<file path="src/rtl/meter_cfg_pkg.sv">
// Constants for the metering configuration register bank
package meter_cfg_pkg;
    localparam int ADDR_W = 12;
    localparam int DATA_W = 32;
    localparam logic [11:0] OFS_PULSE_WIDTH_CONFIG = 12'h425;
    localparam logic [11:0] OFS_PART_IDENTITY = 12'h472;
    localparam logic [11:0] OFS_TEMPERATURE_TRIM = 12'h474;
    localparam logic [11:0] OFS_GLOBAL_CONFIG_ONE = 12'h481;
    localparam logic [11:0] BURST_LO_START = 12'h500;
    localparam logic [11:0] BURST_LO_END = 12'h63C;
    localparam logic [11:0] BURST_HI_START = 12'h680;
    localparam logic [11:0] BURST_HI_END = 12'h6BC;
    // Pulse width config fields
    localparam int POS_OUT4_SEL = 22;
    localparam int POS_OUT1_SEL = 19;
    localparam int WIDTH_VALUE_W = 19;
    localparam logic [31:0] RST_PULSE_WIDTH_CONFIG = 32'h0000_0000;
    // Identity and trim fields
    localparam int POS_PART_IDENTITY = 20;
    localparam int POS_TRIM_OFFSET = 16;
    localparam logic [31:0] RST_TEMPERATURE_TRIM = 32'h0000_0000;
    // Global config one fields
    localparam int POS_OUTSIDE_REF = 15;
    localparam int POS_INT_COMBINE = 12;
    localparam int POS_BURST_EN = 11;
    localparam int POS_DS_MODE = 10;
    localparam int POS_SETTLE = 8;
    localparam int POS_ACC_CLEAR = 5;
    localparam logic [15:0] CFG1_WRITE_MASK = 16'h9F00;
    localparam logic [15:0] RST_GLOBAL_CONFIG_ONE = 16'h0000;
    // Timing
    localparam int CLK_MHZ = 50;
    localparam int TICK_US = 1;
    localparam int TICK_CYCLES = TICK_US * CLK_MHZ;
    localparam int US_IN_MS = 1000;
    localparam int PULSE_FIXED_MS = 80;
    localparam int PULSE_FIXED_US = PULSE_FIXED_MS * US_IN_MS;
    localparam int SETTLE_W = 9;
    localparam logic [8:0] SETTLE_CODE0_MS = 9'h040;
    localparam logic [8:0] SETTLE_CODE1_MS = 9'h080;
    localparam logic [8:0] SETTLE_CODE2_MS = 9'h100;
    localparam logic [8:0] SETTLE_CODE3_MS = 9'h000;
    localparam int PERIOD_W = 20;
endpackage : meter_cfg_pkg

</file>
<file path="src/rtl/meter_cfg_regs.sv">
// Metering configuration and identification register bank
`timescale 1ns/1ps
module meter_cfg_regs
    import meter_cfg_pkg::*;
#(
    parameter int FIXED_US = PULSE_FIXED_US,
    parameter int MS_TICKS = US_IN_MS,
    // Arbitrary neutral identity value
    parameter logic IDENTITY_BIT = 1'b0
) (
    input wire logic CLK,
    input wire logic RST,
    input wire logic [ADDR_W-1:0] REG_ADDR,
    input wire logic REG_WR,
    input wire logic [DATA_W-1:0] REG_WDATA,
    input wire logic REG_RD,
    output logic [DATA_W-1:0] REG_RDATA,
    output logic REG_RVALID,
    output logic BURST_OK,
    output logic CRC_APPEND,
    output logic OUTSIDE_REFERENCE_SELECT,
    output logic [15:0] TRIM_OFFSET,
    output logic [15:0] TRIM_GAIN,
    input wire logic [3:0] PULSE_FIRE,
    output logic PULSE_OUTPUT_ONE_N,
    output logic PULSE_OUTPUT_TWO_N,
    output logic PULSE_OUTPUT_THREE_N,
    output logic PULSE_OUTPUT_FOUR_N,
    input wire logic FIRST_EVENT,
    input wire logic SECOND_EVENT,
    output logic INTERRUPT_PIN_FIRST_N,
    output logic INTERRUPT_PIN_SECOND_N,
    input wire logic SAG_ACTIVE,
    input wire logic SURGE_ACTIVE,
    input wire logic SAG_CYCLE_DONE,
    input wire logic SURGE_CYCLE_DONE,
    output logic SAG_SURGE_EVENT,
    output logic PULSE_ACCUMULATOR_CLEAR,
    output logic ACCUMULATION_ENABLE
);
    generate
        if (MS_TICKS < 1 || MS_TICKS > 65536 || FIXED_US < 1) begin : g_bad
            $error("tick counts must be positive");
        end
    endgenerate

    localparam logic [5:0] TICK_LAST = 6'(TICK_CYCLES - 1);
    localparam logic [15:0] MS_LAST = 16'(MS_TICKS - 1);

    logic [31:0] pulse_width_config;
    logic [31:0] temperature_trim;
    logic [15:0] global_config_one;
    logic [5:0] tick_cnt;
    logic tick_us;
    logic [15:0] ms_cnt;
    logic tick_ms;
    logic [SETTLE_W-1:0] settle_cnt;
    logic sag_q;
    logic surge_q;
    logic [3:0] shaped_n;

    // Address decode
    wire sel_width = (REG_ADDR == OFS_PULSE_WIDTH_CONFIG);
    wire sel_ident = (REG_ADDR == OFS_PART_IDENTITY);
    wire sel_trim = (REG_ADDR == OFS_TEMPERATURE_TRIM);
    wire sel_cfg1 = (REG_ADDR == OFS_GLOBAL_CONFIG_ONE);
    wire wr_width = REG_WR && sel_width;
    wire wr_trim = REG_WR && sel_trim;
    wire wr_cfg1 = REG_WR && sel_cfg1;
    wire acc_clear_req = wr_cfg1 && REG_WDATA[POS_ACC_CLEAR];

    // Field views
    wire [3:0] width_select = pulse_width_config[POS_OUT4_SEL:POS_OUT1_SEL];
    wire [WIDTH_VALUE_W-1:0] pulse_width_value = pulse_width_config[WIDTH_VALUE_W-1:0];
    wire outside_reference_select = global_config_one[POS_OUTSIDE_REF];
    wire interrupt_combine = global_config_one[POS_INT_COMBINE];
    wire burst_enable = global_config_one[POS_BURST_EN];
    wire sag_surge_edge_mode = global_config_one[POS_DS_MODE];
    wire [1:0] accumulation_settle_time = global_config_one[POS_SETTLE+1:POS_SETTLE];

    // Read data assembly; reserved bits read zero
    wire [31:0] ident_word = {11'h000, IDENTITY_BIT, 20'h00000};
    wire [31:0] cfg1_word = {16'h0000, global_config_one};
    wire [31:0] next_rdata = sel_width ? pulse_width_config :
                             sel_ident ? ident_word :
                             sel_trim ? temperature_trim :
                             sel_cfg1 ? cfg1_word : 32'h0000_0000;
    wire in_burst_range = ((REG_ADDR >= BURST_LO_START) && (REG_ADDR <= BURST_LO_END)) ||
                          ((REG_ADDR >= BURST_HI_START) && (REG_ADDR <= BURST_HI_END));
    wire next_burst_ok = REG_RD && burst_enable && in_burst_range;

    // Settle delay selection
    wire [SETTLE_W-1:0] settle_load = (accumulation_settle_time == 2'h0) ? SETTLE_CODE0_MS :
                                      (accumulation_settle_time == 2'h1) ? SETTLE_CODE1_MS :
                                      (accumulation_settle_time == 2'h2) ? SETTLE_CODE2_MS :
                                      SETTLE_CODE3_MS;

    // Dip and swell event selection
    wire sag_edge = SAG_ACTIVE != sag_q;
    wire surge_edge = SURGE_ACTIVE != surge_q;
    wire repeat_event = (SAG_ACTIVE && SAG_CYCLE_DONE) || (SURGE_ACTIVE && SURGE_CYCLE_DONE);
    wire next_sag_surge_event = sag_surge_edge_mode ? (sag_edge || surge_edge) :
                                repeat_event;

    wire next_second_n = !(SECOND_EVENT || (interrupt_combine && FIRST_EVENT));
    wire next_first_n = !FIRST_EVENT;

    always_ff @(posedge CLK or posedge RST) begin
        if (RST) begin
            pulse_width_config <= RST_PULSE_WIDTH_CONFIG;
        end else if (wr_width) begin
            pulse_width_config <= {9'h000, REG_WDATA[22:0]};
        end
    end

    always_ff @(posedge CLK or posedge RST) begin
        if (RST) begin
            temperature_trim <= RST_TEMPERATURE_TRIM;
        end else if (wr_trim) begin
            temperature_trim <= REG_WDATA;
        end
    end

    // Clear bit is never stored, so it always reads back zero
    always_ff @(posedge CLK or posedge RST) begin
        if (RST) begin
            global_config_one <= RST_GLOBAL_CONFIG_ONE;
        end else if (wr_cfg1) begin
            global_config_one <= REG_WDATA[15:0] & CFG1_WRITE_MASK;
        end
    end

    always_ff @(posedge CLK or posedge RST) begin
        if (RST) begin
            REG_RDATA <= 32'h0000_0000;
            REG_RVALID <= 1'b0;
            BURST_OK <= 1'b0;
        end else begin
            REG_RDATA <= REG_RD ? next_rdata : 32'h0000_0000;
            REG_RVALID <= REG_RD;
            BURST_OK <= next_burst_ok;
        end
    end

    always_ff @(posedge CLK or posedge RST) begin
        if (RST) begin
            CRC_APPEND <= 1'b1;
            OUTSIDE_REFERENCE_SELECT <= 1'b0;
            TRIM_OFFSET <= 16'h0000;
            TRIM_GAIN <= 16'h0000;
        end else begin
            CRC_APPEND <= !burst_enable;
            OUTSIDE_REFERENCE_SELECT <= outside_reference_select;
            TRIM_OFFSET <= temperature_trim[31:POS_TRIM_OFFSET];
            TRIM_GAIN <= temperature_trim[POS_TRIM_OFFSET-1:0];
        end
    end

    // Microsecond and millisecond enables
    always_ff @(posedge CLK or posedge RST) begin
        if (RST) begin
            tick_cnt <= 6'h00;
            tick_us <= 1'b0;
        end else begin
            tick_cnt <= (tick_cnt == TICK_LAST) ? 6'h00 : tick_cnt + 6'h01;
            tick_us <= (tick_cnt == TICK_LAST);
        end
    end

    always_ff @(posedge CLK or posedge RST) begin
        if (RST) begin
            ms_cnt <= 16'h0000;
            tick_ms <= 1'b0;
        end else begin
            tick_ms <= tick_us && (ms_cnt == MS_LAST);
            if (tick_us) begin
                ms_cnt <= (ms_cnt == MS_LAST) ? 16'h0000 : ms_cnt + 16'h0001;
            end
        end
    end

    // Settle restarts on every accumulator clear; reset uses code 0
    always_ff @(posedge CLK or posedge RST) begin
        if (RST) begin
            settle_cnt <= SETTLE_CODE0_MS;
            ACCUMULATION_ENABLE <= 1'b0;
        end else begin
            if (acc_clear_req) begin
                settle_cnt <= settle_load;
            end else if (tick_ms && (settle_cnt != '0)) begin
                settle_cnt <= settle_cnt - 1'b1;
            end
            ACCUMULATION_ENABLE <= (settle_cnt == '0) && !acc_clear_req;
        end
    end

    always_ff @(posedge CLK or posedge RST) begin
        if (RST) begin
            PULSE_ACCUMULATOR_CLEAR <= 1'b0;
        end else begin
            PULSE_ACCUMULATOR_CLEAR <= acc_clear_req;
        end
    end

    always_ff @(posedge CLK or posedge RST) begin
        if (RST) begin
            INTERRUPT_PIN_FIRST_N <= 1'b1;
            INTERRUPT_PIN_SECOND_N <= 1'b1;
        end else begin
            INTERRUPT_PIN_FIRST_N <= next_first_n;
            INTERRUPT_PIN_SECOND_N <= next_second_n;
        end
    end

    always_ff @(posedge CLK or posedge RST) begin
        if (RST) begin
            sag_q <= 1'b0;
            surge_q <= 1'b0;
            SAG_SURGE_EVENT <= 1'b0;
        end else begin
            sag_q <= SAG_ACTIVE;
            surge_q <= SURGE_ACTIVE;
            SAG_SURGE_EVENT <= next_sag_surge_event;
        end
    end

    // Shaper outputs are flops inside each instance
    genvar gi;
    generate
        for (gi = 0; gi < 4; gi++) begin : g_shape
            pulse_shaper #(
                .FIXED_US(FIXED_US)
            ) u_shape (
                .clk(CLK),
                .rst(RST),
                .tick_us(tick_us),
                .clear(PULSE_ACCUMULATOR_CLEAR),
                .fire(PULSE_FIRE[gi]),
                .use_prog(width_select[gi]),
                .prog_width(pulse_width_value),
                .pulse_n(shaped_n[gi])
            );
        end
    endgenerate

    assign PULSE_OUTPUT_ONE_N = shaped_n[0];
    assign PULSE_OUTPUT_TWO_N = shaped_n[1];
    assign PULSE_OUTPUT_THREE_N = shaped_n[2];
    assign PULSE_OUTPUT_FOUR_N = shaped_n[3];
endmodule : meter_cfg_regs

</file>
<file path="src/rtl/pulse_shaper.sv">
// Active-low pulse width shaper for one frequency output
`timescale 1ns/1ps
module pulse_shaper
    import meter_cfg_pkg::*;
#(
    parameter int FIXED_US = PULSE_FIXED_US
) (
    input wire logic clk,
    input wire logic rst,
    input wire logic tick_us,
    input wire logic clear,
    input wire logic fire,
    input wire logic use_prog,
    input wire logic [WIDTH_VALUE_W-1:0] prog_width,
    output logic pulse_n
);
    localparam logic [PERIOD_W-1:0] FIXED_W = PERIOD_W'(FIXED_US);
    localparam logic [PERIOD_W-1:0] PERIOD_MAX = {PERIOD_W{1'b1}};

    generate
        if (FIXED_US >= (1 << (PERIOD_W - 1))) begin : g_bad
            $error("FIXED_US too large for period counter");
        end
    endgenerate

    logic [PERIOD_W-1:0] period;
    logic [PERIOD_W-1:0] remain;
    wire [PERIOD_W-1:0] half_period = period >> 1;
    // Fixed width shrinks to half the period so fast pulses still separate
    wire [PERIOD_W-1:0] fixed_width = (half_period < FIXED_W) ? half_period : FIXED_W;
    wire [PERIOD_W-1:0] next_width = use_prog ? {1'b0, prog_width} :
                                     fixed_width;
    wire period_step = tick_us && (period != PERIOD_MAX);

    always_ff @(posedge clk or posedge rst) begin
        if (rst) begin
            period <= PERIOD_MAX;
        end else if (clear || fire) begin
            period <= '0;
        end else if (period_step) begin
            period <= period + 1'b1;
        end
    end

    always_ff @(posedge clk or posedge rst) begin
        if (rst) begin
            remain <= '0;
            pulse_n <= 1'b1;
        end else if (clear) begin
            remain <= '0;
            pulse_n <= 1'b1;
        end else if (fire && (next_width != '0)) begin
            remain <= next_width;
            pulse_n <= 1'b0;
        end else if (tick_us && (remain != '0)) begin
            remain <= remain - 1'b1;
            pulse_n <= (remain == PERIOD_W'(1));
        end
    end
endmodule : pulse_shaper

</file>
<file path="config.mk">
export PLATFORM = sky130hd
export DESIGN_NAME = meter_cfg_regs
export DESIGN_NICKNAME = d
export VERILOG_FILES = /design/src/rtl/meter_cfg_pkg.sv /design/src/rtl/meter_cfg_regs.sv /design/src/rtl/pulse_shaper.sv
export SDC_FILE = /design/constraint.sdc
export NUM_CORES = 1
export LEC_CHECK = 0
export BUFFER_PORTS_ARGS = -buffer_cell sky130_fd_sc_hd__buf_2
export CAP_MARGIN = 20
export CORE_MARGIN = 8
export CORE_UTILIZATION = 45
export CTS_CLUSTER_DIAMETER = 50
export DETAILED_ROUTE_END_ITERATION = 6
export GPL_ROUTABILITY_DRIVEN = 0
export PLACE_DENSITY = 0.6
export SETUP_SLACK_MARGIN = 0.02
export SLEW_MARGIN = 20
export SYNTH_ARGS = -nofsm -noshare
export SYNTH_HDL_FRONTEND = slang
export SYNTH_SLANG_ARGS = --single-unit
</file>
<file path="constraint.sdc">
create_clock -name CLK -period 13.7 [get_ports CLK]
set_input_delay 1.37 -clock CLK [delete_from_list [all_inputs] [get_ports CLK]]
set_output_delay 1.37 -clock CLK [all_outputs]
set_load 0.03 [all_outputs]
</file>
# == After elaboration in Yosys (flattened, before gate mapping) ==
# Index checks and enable logic that the tools add are counted.
# Widths: inputs -> output; s select.
# classes
n_addsub,11
n_lt_le_gt_ge,8
n_eq_ne,18
muxes,53
reduce_logical,58
# op_table
operator,n
$mux 20,24
$reduce_bool 20->1,8
$mux 32,4
$add 20x1->20 const B,4
$eq 20x1->1 const B,4
$ne 20x20->1 const B,4
$sub 20x1->20 const B,4
$lt 19x17->1 const B,4
$mux 19,4
$eq 12x11->1 const B,4
$mux 9,5
$mux 16,2
$logic_and 1x1->1,26
$ge 12x11->1 const B,2
$le 12x11->1 const B,2
$add 16x1->16 const B,1
$eq 16x10->1 const B,1
$mux 1,13
$reduce_bool 3->1,4
$reduce_bool 2->1,5
$logic_not 9->1,1
$reduce_bool 9->1,1
$sub 9x1->9 const B,1
$logic_or 1x1->1,8
8 further kinds,12
# word_totals
regBits,333
inputBits,58
output_inout_bits,77
wordCells,182

# == Logic depth before layout (Yosys ltp) ==
# Gate-level depths: netlist (run 1).
# logic_depth
depth_word,7
mapped_depth,10
mapped_depth_nobuf,8

# == Hierarchy ==
# Synthesis (run 1) repeated with hierarchy kept, for this count alone.
# unflattened
hier_cells,1682
area_unflattened_um2,17101.4
# modules_own_cells
module,instances,cells_per_inst,area_each_um2,seq_area_each_um2
pulse_shaper,4,307,2691.3,1052.3
meter_cfg_regs,1,454,6336.1,4234.1

# == Worst setup path before layout (run 1) ==
# Ideal clock, no wire load.
# synth_path
path_kind,input to register
start,input port REG_ADDR[11]
end,register settle_cnt[7]
setup_ns,0.136
t_arrival_ns,3.043
required_time_ns,13.564
path_slack_ns,10.521
stages,7
n_path_buf,2
path_cell_list,nand2b_1 -> or3_1 -> nor3_1 -> and3_1 -> clkbuf_1 -> clkbuf_1 -> o21ai_0
# synth_via
elab_chain_len,4
word_cells_on_any_way,5
cone_classes,eq/ne (1); mux (1); reduce/logical (3)
# synth_lines
item,line_no,source
"start, declared",meter_cfg_regs.sv:13,"input wire logic [ADDR_W-1:0] REG_ADDR,"
$eq 12x11->1 (*),meter_cfg_regs.sv:66,wire sel_cfg1 = (REG_ADDR == OFS_GLOBAL_CONFIG_ONE);
$logic_and 1x1->1 (*),meter_cfg_regs.sv:69,wire wr_cfg1 = REG_WR && sel_cfg1;
$logic_and 1x1->1 (*),meter_cfg_regs.sv:70,wire acc_clear_req = wr_cfg1 && REG_WDATA[POS_ACC_CLEAR];
named net acc_clear_req,meter_cfg_regs.sv:70,
$mux 9 or $reduce_bool 2->1 (tied branches),n/a,
"end signal, assigned",meter_cfg_regs.sv:189,settle_cnt <= settle_load;
"end signal, assigned",meter_cfg_regs.sv:191,settle_cnt <= settle_cnt - 1'b1;
"end, declared",meter_cfg_regs.sv:57,logic [SETTLE_W-1:0] settle_cnt;
# The timed path passes the listed nets; every way through them passes the cells marked *.
# A chain may end at the register's enable or synchronous reset.

# == Worst setup path in the final report (run 1) ==
# layout_path
start,register pulse_width_config[0]
end,register g_shape[3].u_shape.remain[1]
# layout_via
elab_chain_len,5
word_cells_on_any_way,6
cone_classes,mux (3); reduce/logical (3)
# layout_lines
item,line_no,source
"start, declared",meter_cfg_regs.sv:50,logic [31:0] pulse_width_config;
"start signal, assigned",meter_cfg_regs.sv:112,"pulse_width_config <= {9'h000, REG_WDATA[22:0]};"
$mux 20 (*),pulse_shaper.sv:31,"wire [PERIOD_W-1:0] next_width = use_prog ? {1'b0, prog_width} :"
$reduce_bool 20->1 (*),pulse_shaper.sv:52,end else if (fire && (next_width != '0)) begin
$logic_and 1x1->1 (*),pulse_shaper.sv:52,
$mux 20,pulse_shaper.sv:52,
$mux 20,pulse_shaper.sv:49,end else if (clear) begin
"end signal, assigned",pulse_shaper.sv:53,remain <= next_width;
"end signal, assigned",pulse_shaper.sv:56,remain <= remain - 1'b1;
"end, declared",pulse_shaper.sv:27,logic [PERIOD_W-1:0] remain;
# Mark *: on every way between the ends. The rest lies on a longest branch, timed or not.

==> summary.txt, run 1 <==
Outcome
  – Status: complete, no violations

Logic synthesis
  – Post-synthesis cell count: 1661
  – Post-Synth Adder-Cell Area: 1.164%
  – Primary FF master, synth: dfrtp_1
  – Synth cell types: 84
  – Sequential share of the synthesized area: 49.10%
  – Number of flops mapped to enable cells by yosys: 0
  – Post-synth top area cell: dfrtp_1
  – Warnings, synthesis: 0
  – Largest family of logic cells by synthesized area: simple AND/OR/NAND/NOR gates
  – Synth Net Count: 1735
  – Largest cells by area after synthesis: dfrtp_1 36%, dfstp_2 13%, mux2_2 4.6%
  – Mapped Area: 17200 um2
  – Compound-Gate Fraction of Synth Area: 13.07%
  – Synth Area in Simple Gates: 20.11%
  – Share of the synthesized area in the top cell type: 35.65%
  – Most common cell in the synthesized netlist: dfrtp_1
  – Syn avg cell area: 10.35 um2
  – Mux contribution to synthesized area: 5.290%
  – Xor/xnor cell area share of the yosys netlist: 7.589%
  – Ys async rst share: 100.0%
  – Post-synthesis register bit count: 333
  – Commonest cells in the synthesized netlist: 245 x dfrtp_1, 164 x nor2_1, 88 x dfstp_2, 88 x nand2_1, 79 x xnor2_1

Power
  – Power Density: 124.1 nW/um2
  – Reg power frac: 44.7%
  – Max VDD drop: 89.09 uV
  – Internal: 1.836 mW
  – Net Switching: 614.9 uW
  – Lkg Pwr: 8.301 nW
  – Switch share: 25.09%
  – Clock share of power: 47.3%
  – Comb power frac: 8.0%

STA
  – Period utilisation layout: 24.44%
  – Slew @ Worst Pin: 1097 ps
  – Unrepaired setup endpoints after global routing: false
  – Hold Vio Cnt, Final: 0
  – Clock period minus final worst setup slack: 3348 ps
  – Final worst slack: 10350 ps
  – Final Max Tran Viols: 0
  – # setup viols final: 0
  – Slew margin rel.: 26.68%
  – Setup TNS: 0 ps
  – Fmax: 298.7 MHz
  – Layout Skew: 20.14 ps

Worst setup path
  – Cell family with most CP delay: simple AND/OR/NAND/NOR gates
  – Crit path arrival time: 3790 ps
  – CP peak stage delay: 620 ps
  – Crit Path Category: register to register
  – CP required: 14150 ps
  – Critical Path Sink Type: register
  – Critical Path Source Type: register
  – Critical path buffer and inverter count: 0
  – CP cell instances: or4_4 -> nor4_1 -> a31oi_1 -> nor4_4 -> a21o_1 -> mux2_2
  – Slowest CP cell: or4_4
  – Critical path peak fanout: 14

GRT
  – Initial antenna violation count: 5
  – Global-route wire length before repair: 73.54 mm
  – Global Route Usage Sum: 20.46%
  – Largest net degree at the start of global routing: 129
  – Total gr overflow: 0
  – Vias in the first global route: 13120

Layout
  – # fillers: 3404
  – Final instance area: 19750 um2
  – Layout cell share with drive strength beyond 1: 24.76%
  – Fin nets: 1842
  – Area Growth Syn to Fin: 14.82%

Clock network
  – Clk root buf: clkbuf_16
  – Post-CTS Setup Bufs: 0
  – Reg clk slew, reported paths: 60 ps
  – Clk buf depth: 3
  – # H-tree levels: 2
  – CTS buffer count: 41
  – CTS tree: built
  – Clock sinks: 333
  – Clock Latency Late Sink: 570 ps
  – Post-CTS Resized: 0
  – # hold bufs at CTS: 0

Route
  – Via count: 13440
  – Routed Wire Length: 46.44 mm
  – Drt wl/cell: 20.08 um
  – Drt via density: 5.811
  – DRC: 0
  – Final ANT Viol Nets: 0
  – Pre-Repair DR Iteration Count: 7
  – Starting DRT DRC Count: 1091

Floorplan
  – Die Area: 44730 um2
  – Die Span Y: 211.5 um
  – Initial Utilization: 45.66%
  – Die Wd: 211.5 um
  – FP Rows: 71
  – I/O Pins: 135
  – Core Region: 37670 um2

Placed design
  – Worst slack, placed: 9556 ps
  – Hpwl dp: 31.05 mm
  – Input/output buffers: 134
  – Placed cell areas: 18250 um2

Run
  – Max-Cap Viols: 0

Worst hold path
  – Hold/Removal Path Class: register to register
## worst paths after layout
kind	startpoint	endpoint	slack [ps]	cells past startpoint
max in group asynchronous	RST	g_shape[3].u_shape.remain[3]$_DFFE_PP0P_	10620	4
max reg2reg	pulse_width_config[0]$_DFFE_PP0P_	g_shape[3].u_shape.remain[1]$_DFFE_PP0P_	10350	6
max	pulse_width_config[0]$_DFFE_PP0P_	g_shape[3].u_shape.remain[1]$_DFFE_PP0P_	10350	6
min reg2reg	temperature_trim[30]$_DFFE_PP0P_	TRIM_OFFSET[14]$_DFF_PP0_	390	0
min in group asynchronous	RST	REG_RDATA[8]$_DFF_PP0_	940	2
min	temperature_trim[30]$_DFFE_PP0P_	TRIM_OFFSET[14]$_DFF_PP0_	390	0
## placed cells by master, fill, tap and decap left out, drive strengths merged, types with 43 or more instances in the layout
master and instances:
nor2 164, clkbuf 56, dfstp 88, mux2 71, nand3 61, inv 46
buf 159, xor2 70, a211oi 47, dfrtp 245, nor3 65, nand2 91
a221oi 43, xnor2 79
## kinds of logic (layout without fill, tap and decap cells)
group | Yosys count | after routing
compound gates | 291 | 291
xor+xnor | 149 | 149
fa+ha+maj | 16 | 16
buf+inv | 136 | 276
flops | 333 | 333
mux | 82 | 82
other cells | 0 | 1
simple gates | 654 | 654
## metal layers
| metal | global-route usage (%) | up-vias | wire length [um] |
|---|---|---|---|
| li1 | - | 6313 | - |
| met1 | 27.46 | 6667 | 20520 |
| met2 | 32.17 | 358 | 21400 |
| met3 | 3.845 | 101 | 2760 |
| met4 | 8.675 | 2 | 1735 |
| met5 | 0 | - | 13 |
## final cells by class
class                           count  area, um2  share of cell area (%)
Clock inverter                     20      272.8                   1.381
Multi-Input combinational cell   1192       8149                   41.27
Tap cell                          511      639.4                   3.238
Antenna cell                        1      2.502                 0.01267
Inverter                           41      161.4                  0.8174
Timing Repair Buffer              159      862.1                   4.366
Clock buffer                       56       1214                   6.147
Sequential cell                   333       8444                   42.77
## flip-flops by register name, summed over array words and instances (netlist names), 4 cells and up
register                 count
temperature_trim            32
settle_cnt                   9
g_shape.u_shape.pulse_n      4
g_shape.u_shape.remain      80
global_config_one            6
TRIM_GAIN                   16
tick_cnt                     6
ms_cnt                      16
REG_RDATA                   32
g_shape.u_shape.period      80
pulse_width_config          23
TRIM_OFFSET                 16
## power groups by stage
stage | registers (mW) | logic, mW | clock network, mW
final | 1.09 | 0.196 | 1.16
after global routing | 1.10 | 0.219 | 1.23
after CTS | 1.09 | 0.197 | 1.19
after detailed placement | 1.11 | 0.195 | 0
after global placement | 1.11 | 0.193 | 0
after floorplan | 1.10 | 0.149 | 0
## through the flow
| stage | util [%] | hold WS, ps | std cells | power [mW] |
|---|---|---|---|---|
| 2_1_floorplan | - | 361.2 | 1661 | 1.248 |
| 3_3_place_gp | 48.44 | 369.1 | 2236 | 1.299 |
| 3_5_place_dp | 48.44 | 374.9 | 2236 | 1.305 |
| 4_1_cts | 52.39 | 388.8 | 2312 | 2.480 |
| 5_1_grt | 52.42 | 404.2 | 2313 | 2.551 |
| 6_report | 52.42 | 391.1 | 2313 | 2.451 |
(Power assumes the default switching activity.)
==> run 2: changes to the inputs <==
Settings changed: ABC_AREA from default to 1, PLACE_DENSITY 0.6 to 0.59.
Clock period 13.7 ns to 3.4 ns, I/O delays scaled along.
==> summary.txt, run 2 <==
Outcome
  – Status: complete, no violations

Clock network
  – Reg clk slew, reported paths: 60 ps
  – CTS tree: built
  – Clock sinks: 333
  – Clock Latency Late Sink: 590 ps
  – CTS buffer count: 44
  – Clk root buf: clkbuf_16
  – # H-tree levels: 2
  – Clk buf depth: 3
  – Post-CTS Setup Bufs: 0

Floorplan
  – I/O Pins: 135
  – Die Span Y: 220.1 um
  – Die Area: 48440 um2
  – Die Wd: 220.1 um
  – FP Rows: 74
  – Core Region: 41020 um2
  – Initial Utilization: 45.70%

Logic synthesis
  – Primary FF master, synth: dfrtp_1
  – Share of the synthesized area in the top cell type: 32.71%
  – Largest family of logic cells by synthesized area: simple AND/OR/NAND/NOR gates
  – Synth cell types: 57
  – Post-Synth Adder-Cell Area: 1.068%
  – Synth Net Count: 2613
  – Syn avg cell area: 7.383 um2
  – Post-synth top area cell: dfrtp_1
  – Compound-Gate Fraction of Synth Area: 7.590%
  – Xor/xnor cell area share of the yosys netlist: 4.065%
  – Largest cells by area after synthesis: dfrtp_1 33%, nand2_1 17%, dfstp_2 12%
  – Mapped Area: 18740 um2
  – Synth Area in Simple Gates: 34.06%
  – Most common cell in the synthesized netlist: nand2_1
  – Warnings, synthesis: 0
  – Post-synthesis cell count: 2539
  – Sequential share of the synthesized area: 45.04%
  – Post-synthesis register bit count: 333
  – Commonest cells in the synthesized netlist: 859 x nand2_1, 250 x inv_1, 245 x dfrtp_1
  – Ys async rst share: 100.0%
  – Number of flops mapped to enable cells by yosys: 0
  – Mux contribution to synthesized area: 0.5407%

Route
  – Final ANT Viol Nets: 0
  – Drt wl/cell: 16.52 um
  – Via count: 17010
  – Drt via density: 5.202
  – Pre-Repair DR Iteration Count: 5
  – Starting DRT DRC Count: 1232
  – Routed Wire Length: 54.01 mm
  – DRC: 0

STA
  – Clock period minus final worst setup slack: 2974 ps
  – Worst hold margin: 30.31 ps
  – Unrepaired setup endpoints after global routing: false
  – Layout Skew: 38.05 ps
  – Fmax: 336.3 MHz
  – Slew margin rel.: 48.90%
  – Slew @ Worst Pin: 761.8 ps
  – Hold Vio Cnt, Final: 0
  – Period utilisation layout: 87.46%
  – Final Max Tran Viols: 0
  – Final worst slack: 426.3 ps
  – # setup viols final: 0

Layout
  – Fin cells: 3269
  – Layout cell share with drive strength beyond 1: 14.19%
  – Commonest non-fill, non-tap cell in the layout: nand2_1
  – Register Area: 8443 um2
  – Top Registers: g_shape.u_shape.period (80), g_shape.u_shape.remain (80)
  – Fin nets: 2772
  – Multi-input gate area: 8870 um2
  – Area Growth Syn to Fin: 15.97%
  – Most frequent cells in the layout: 859 x nand2_1, 249 x inv_1, 245 x dfrtp_1, 238 x nor2_1, 172 x nand3_1
  – # fillers: 3942

Power
  – Max VDD drop: 335.1 uV
  – Power Density: 519.4 nW/um2
  – Pwr Total: 11.29 mW
  – Lkg Pwr: 10.80 nW

Worst hold path
  – Hold EP: pulse_width_config[0]$_DFFE_PP0P_
  – Hold Path Depth: 3
  – Start point of the worst min-delay path: REG_WDATA[0]
  – Hold/Removal Path Class: input port to register

Worst setup path
  – CP peak stage delay: 570 ps
  – CP required: 3920 ps
  – Crit Path Category: register to register
  – Critical path peak fanout: 17
  – Critical Path Source Type: register
  – CP cell instances: inv_1 -> nand2_1 -> a21oi_1 -> nand2_1 -> o21ai_0 -> nor2_1 -> nand2_1 -> nor2_1 -> nand2_1 -> nand2_1 -> a21oi_1 -> buf_4 -> nand2_1 -> nand2_1
  – FF-to-FF setup slack: 430 ps
  – Slowest CP cell: a21oi_1
  – Most used cell, CP: nand2_1
  – Critical path depth: 14
  – Critical Path Sink Type: register
  – R2R Path Start: g_shape[3].u_shape.period[18]$_DFFE_PP1P_
  – Cell family with most CP delay: compound AO/OA/AOI/OAI gates
  – Register-to-Register Path Depth: 14
  – Crit path arrival time: 3500 ps
  – FF-to-FF End: g_shape[3].u_shape.remain[1]$_DFFE_PP0P_
  – Critical path buffer and inverter count: 2

Placed design
  – Hpwl dp: 39.04 mm
  – Input/output buffers: 134
  – Worst slack, placed: 489.2 ps
  – Post-placement cell count: 3163

GRT
  – Vias in the first global route: 16600
  – Global-route wire length before repair: 87.93 mm
  – Largest net degree at the start of global routing: 55
  – Total gr overflow: 0
  – Global Route Usage Sum: 22.79%
  – Initial antenna violation count: 4

Run
  – Max-Cap Viols: 0
run 2: final cells by class:
class,count,area share (%)
repair buffers,196,5.699
diodes,3,0.03454
clock inverters,20,1.071
clock buffers,62,5.837
inverters,268,4.651
well taps,532,3.062
multi-input cells,1855,40.80
flip-flops and latches,333,38.84
run 2: how the worst max path moves through the flow:
stage	startpoint	slack [ps]	to
final	g_shape[3].u_shape.period[18]$_DFFE_PP1P_	430	g_shape[3].u_shape.remain[1]$_DFFE_PP0P_
after global routing	g_shape[3].u_shape.period[18]$_DFFE_PP1P_	110	g_shape[3].u_shape.remain[1]$_DFFE_PP0P_
after CTS	g_shape[3].u_shape.period[18]$_DFFE_PP1P_	460	g_shape[3].u_shape.remain[1]$_DFFE_PP0P_
after detailed placement	g_shape[3].u_shape.period[18]$_DFFE_PP1P_	490	g_shape[3].u_shape.remain[1]$_DFFE_PP0P_
after global placement	g_shape[3].u_shape.period[18]$_DFFE_PP1P_	610	g_shape[3].u_shape.remain[0]$_DFFE_PP0P_
after floorplan	RST	-1320	ACCUMULATION_ENABLE$_DFF_PP0_
run 2: cells by family (layout without fill, tap and decap cells):
kind of cell / Yosys count / count (layout)
other: 0 / 3
flip-flops: 333 / 333
XOR/XNOR: 87 / 87
multiplexers: 9 / 9
adder cells (fa/ha/maj): 16 / 16
AO/OA/AOI/OAI: 256 / 256
buffers and inverters: 351 / 546
AND/OR/NAND/NOR: 1487 / 1487
run 2: layer usage:
metal | vias up | part of all wire (%) | GRT usage (%)
met5 | - | 0.043 | 0
met4 | 4 | 3.2 | 8.415
met3 | 107 | 5.7 | 4.881
met2 | 397 | 45 | 36.45
met1 | 8038 | 46 | 30.18
li1 | 8459 | - | -
run 2: power by group:
| group | internal (mW) | total, mW | switching, mW |
|---|---|---|---|
| logic | 0.823 | 2.02 | 1.20 |
| registers | 4.26 | 4.61 | 0.346 |
| clock network | 2.79 | 4.66 | 1.87 |
| total | 7.87 | 11.3 | 3.42 |
run 2: tightest hold or removal path: stages:
cell,delay [ps]
buf_2,100
inv_1,60
o21ai_0,80
run 2: per-stage QoR:
step	utilization, %	cell area, um2	TNS [ps]
floorplan	-	18750	-334210
global placement	48.80	20020	0
detailed placement	48.80	20020	0
CTS	52.98	21730	0
global route	52.98	21730	0
finish	53.00	21740	0
run 2: repair_timing:
action,4_1_cts,5_1_grt
gates resized for setup,0,0
hold endpoints to repair,40,0
hold buffers,21,0
==> run 3: changes to the inputs <==
Settings changed: BUFFER_PORTS_ARGS -buffer_cell sky130_fd_sc_hd__buf_2 to default, DONT_BUFFER_PORTS from default to 1, PLACE_DENSITY 0.59 to 0.57.
==> summary.txt, run 3 (synthesis gave the netlist of run 2 again) <==
Worst hold path
  – Hold Path Depth: 4
  – Hold/Removal Path Class: input port to register

Floorplan
  – Die Wd: 220.1 um
  – Initial Utilization: 45.70%
  – Die Area: 48440 um2
  – FP Rows: 74
  – Die Span Y: 220.1 um
  – I/O Pins: 135
  – Core Region: 41020 um2

Layout
  – Multi-input gate area: 8870 um2
  – Area Growth Syn to Fin: 14.14%
  – Fin nets: 2665
  – Layout cell share with drive strength beyond 1: 9.928%
  – Most frequent cells in the layout: 859 x nand2_1, 249 x inv_1, 245 x dfrtp_1, 238 x nor2_1, 172 x nand3_1
  – Top Registers: g_shape.u_shape.period (80), g_shape.u_shape.remain (80)
  – N_diodes: 0
  – Commonest non-fill, non-tap cell in the layout: nand2_1
  – Fin cells: 3161
  – Final instance area: 21390 um2
  – Register Area: 8443 um2
  – # fillers: 3986

Route
  – Pre-Repair DR Iteration Count: 6
  – DRC: 0
  – Via count: 16730
  – Starting DRT DRC Count: 1396
  – Routed Wire Length: 54.41 mm
  – Drt via density: 5.293
  – Drt wl/cell: 17.21 um
  – Final ANT Viol Nets: 0

Worst setup path
  – Register-to-Register Path Depth: 14
  – FF-to-FF End: g_shape[0].u_shape.remain[6]$_DFFE_PP0P_
  – Critical path depth: 14
  – Critical Path Source Type: register
  – Critical Path Sink Type: register
  – Crit Path Category: register to register
  – CP required: 3920 ps
  – CP cell instances: nor2_1 -> nor2_1 -> nor2_1 -> nand2_1 -> o21ai_0 -> nand3_1 -> nor2_1 -> nand3_1 -> nand2_1 -> inv_2 -> nor2_1 -> buf_4 -> nand2_1 -> nand2_1
  – Crit path arrival time: 3470 ps
  – Slowest CP cell: nor2_1
  – Cell family with most CP delay: simple AND/OR/NAND/NOR gates
  – Worst setup path start: g_shape[0].u_shape.period[16]$_DFFE_PP1P_
  – Critical path buffer and inverter count: 2
  – FF-to-FF setup slack: 450 ps
  – Critical Path Sink: g_shape[0].u_shape.remain[6]$_DFFE_PP0P_
  – CP peak stage delay: 500 ps
  – Critical path peak fanout: 11
  – R2R Path Start: g_shape[0].u_shape.period[16]$_DFFE_PP1P_
  – Most used cell, CP: nor2_1

STA
  – Clock period minus final worst setup slack: 2949 ps
  – Final Max Tran Viols: 0
  – Unrepaired setup endpoints after global routing: false
  – Fmax: 339.1 MHz
  – Slew @ Worst Pin: 851.6 ps
  – Layout Skew: 37.14 ps
  – Slew margin rel.: 43.23%
  – Period utilisation layout: 86.74%
  – # setup viols final: 0
  – Final worst slack: 451.0 ps
  – Hold Vio Cnt, Final: 0
  – Setup TNS: 0 ps

Placed design
  – Placed cell areas: 19300 um2
  – Post-placement cell count: 3026
  – Hpwl dp: 37.89 mm
  – Worst slack, placed: 464.0 ps
  – Input/output buffers: 0

Power
  – Pwr Total: 11.65 mW
  – Max VDD drop: 361.2 uV
  – Lkg Pwr: 10.33 nW
  – Power Density: 544.5 nW/um2

GRT
  – Largest net degree at the start of global routing: 154
  – Total gr overflow: 0
  – Initial antenna violation count: 0
  – Global-route wire length before repair: 88.31 mm
  – Global Route Usage Sum: 22.88%
  – Vias in the first global route: 16220

Clock network
  – Clock Latency Late Sink: 590 ps
  – Post-CTS Resized: 0
  – Reg clk slew, reported paths: 50 ps
  – Clock sinks: 333
  – CTS tree: built
  – # hold bufs at CTS: 47
  – Clk buf depth: 3
  – CTS buffer count: 48
  – Clk root buf: clkbuf_16
  – # H-tree levels: 2
  – Post-CTS Setup Bufs: 0

Outcome
  – Status: complete, no violations

Run
  – Max-Cap Viols: 0
-- run 3: cell types whose count changed in the layout (fill, tap and decap cells not counted), moves of 3 or more --
cell           delta
clkbuf_8          -5
inv_6             +7
clkbuf_1          -3
dlygate4sd3_1    +26
diode_2           -3
buf_2           -134
clkinv_4          +3
clkbuf_16         +4
inv_8             +3
-- run 3: tightest hold or removal path: stages --
cell,delay (ps)
nand3_1,60
nand2_1,70
nand2_1,50
nand2_1,50
-- run 3: how the worst min path moves through the flow --
stage                                     start                                   endpoint  slack (ps)
3_5_place_dp                                RST           temperature_trim[30]$_DFFE_PP0P_         210
5_1_grt                           PULSE_FIRE[1]  g_shape[1].u_shape.remain[10]$_DFFE_PP0P_          30
6_report                          PULSE_FIRE[0]   g_shape[0].u_shape.remain[1]$_DFFE_PP0P_          20
2_1_floorplan  temperature_trim[27]$_DFFE_PP0P_                  TRIM_OFFSET[11]$_DFF_PP0_         360
3_3_place_gp                                RST           temperature_trim[30]$_DFFE_PP0P_         220
4_1_cts                           PULSE_FIRE[0]   g_shape[0].u_shape.remain[1]$_DFFE_PP0P_         0.5
-- run 3: routing by layer --
metal | global-route usage, % | wire (um) | up-vias
li1 | - | - | 8260
met1 | 29.95 | 24350 | 7967
met2 | 36.99 | 24950 | 402
met3 | 4.744 | 3283 | 101
met4 | 8.751 | 1829 | 0
met5 | 0 | 0 | -
-- run 3: layout make-up --
class	instances	share of cell area [%]
well taps	532	3.111
flip-flops and latches	333	39.46
multi-input cells	1855	41.46
clock buffers	58	6.024
clock inverters	30	1.567
repair buffers	85	3.649
inverters	268	4.725
-- run 3: report_power, final --
| part | internal [mW] | switching, mW | total (mW) |
|---|---|---|---|
| combinational | 0.808 | 1.18 | 1.98 |
| clock | 3.06 | 1.99 | 5.05 |
| sequential | 4.26 | 0.358 | 4.62 |
| total | 8.13 | 3.52 | 11.7 |
-- run 3: stage by stage --
step                util [%]  hold slack [ps]
finish                 52.16            24.87
global route           52.16            26.82
detailed placement     47.05            214.3
floorplan                  -            361.3
global placement       47.05            215.3
CTS                    52.16           0.5085
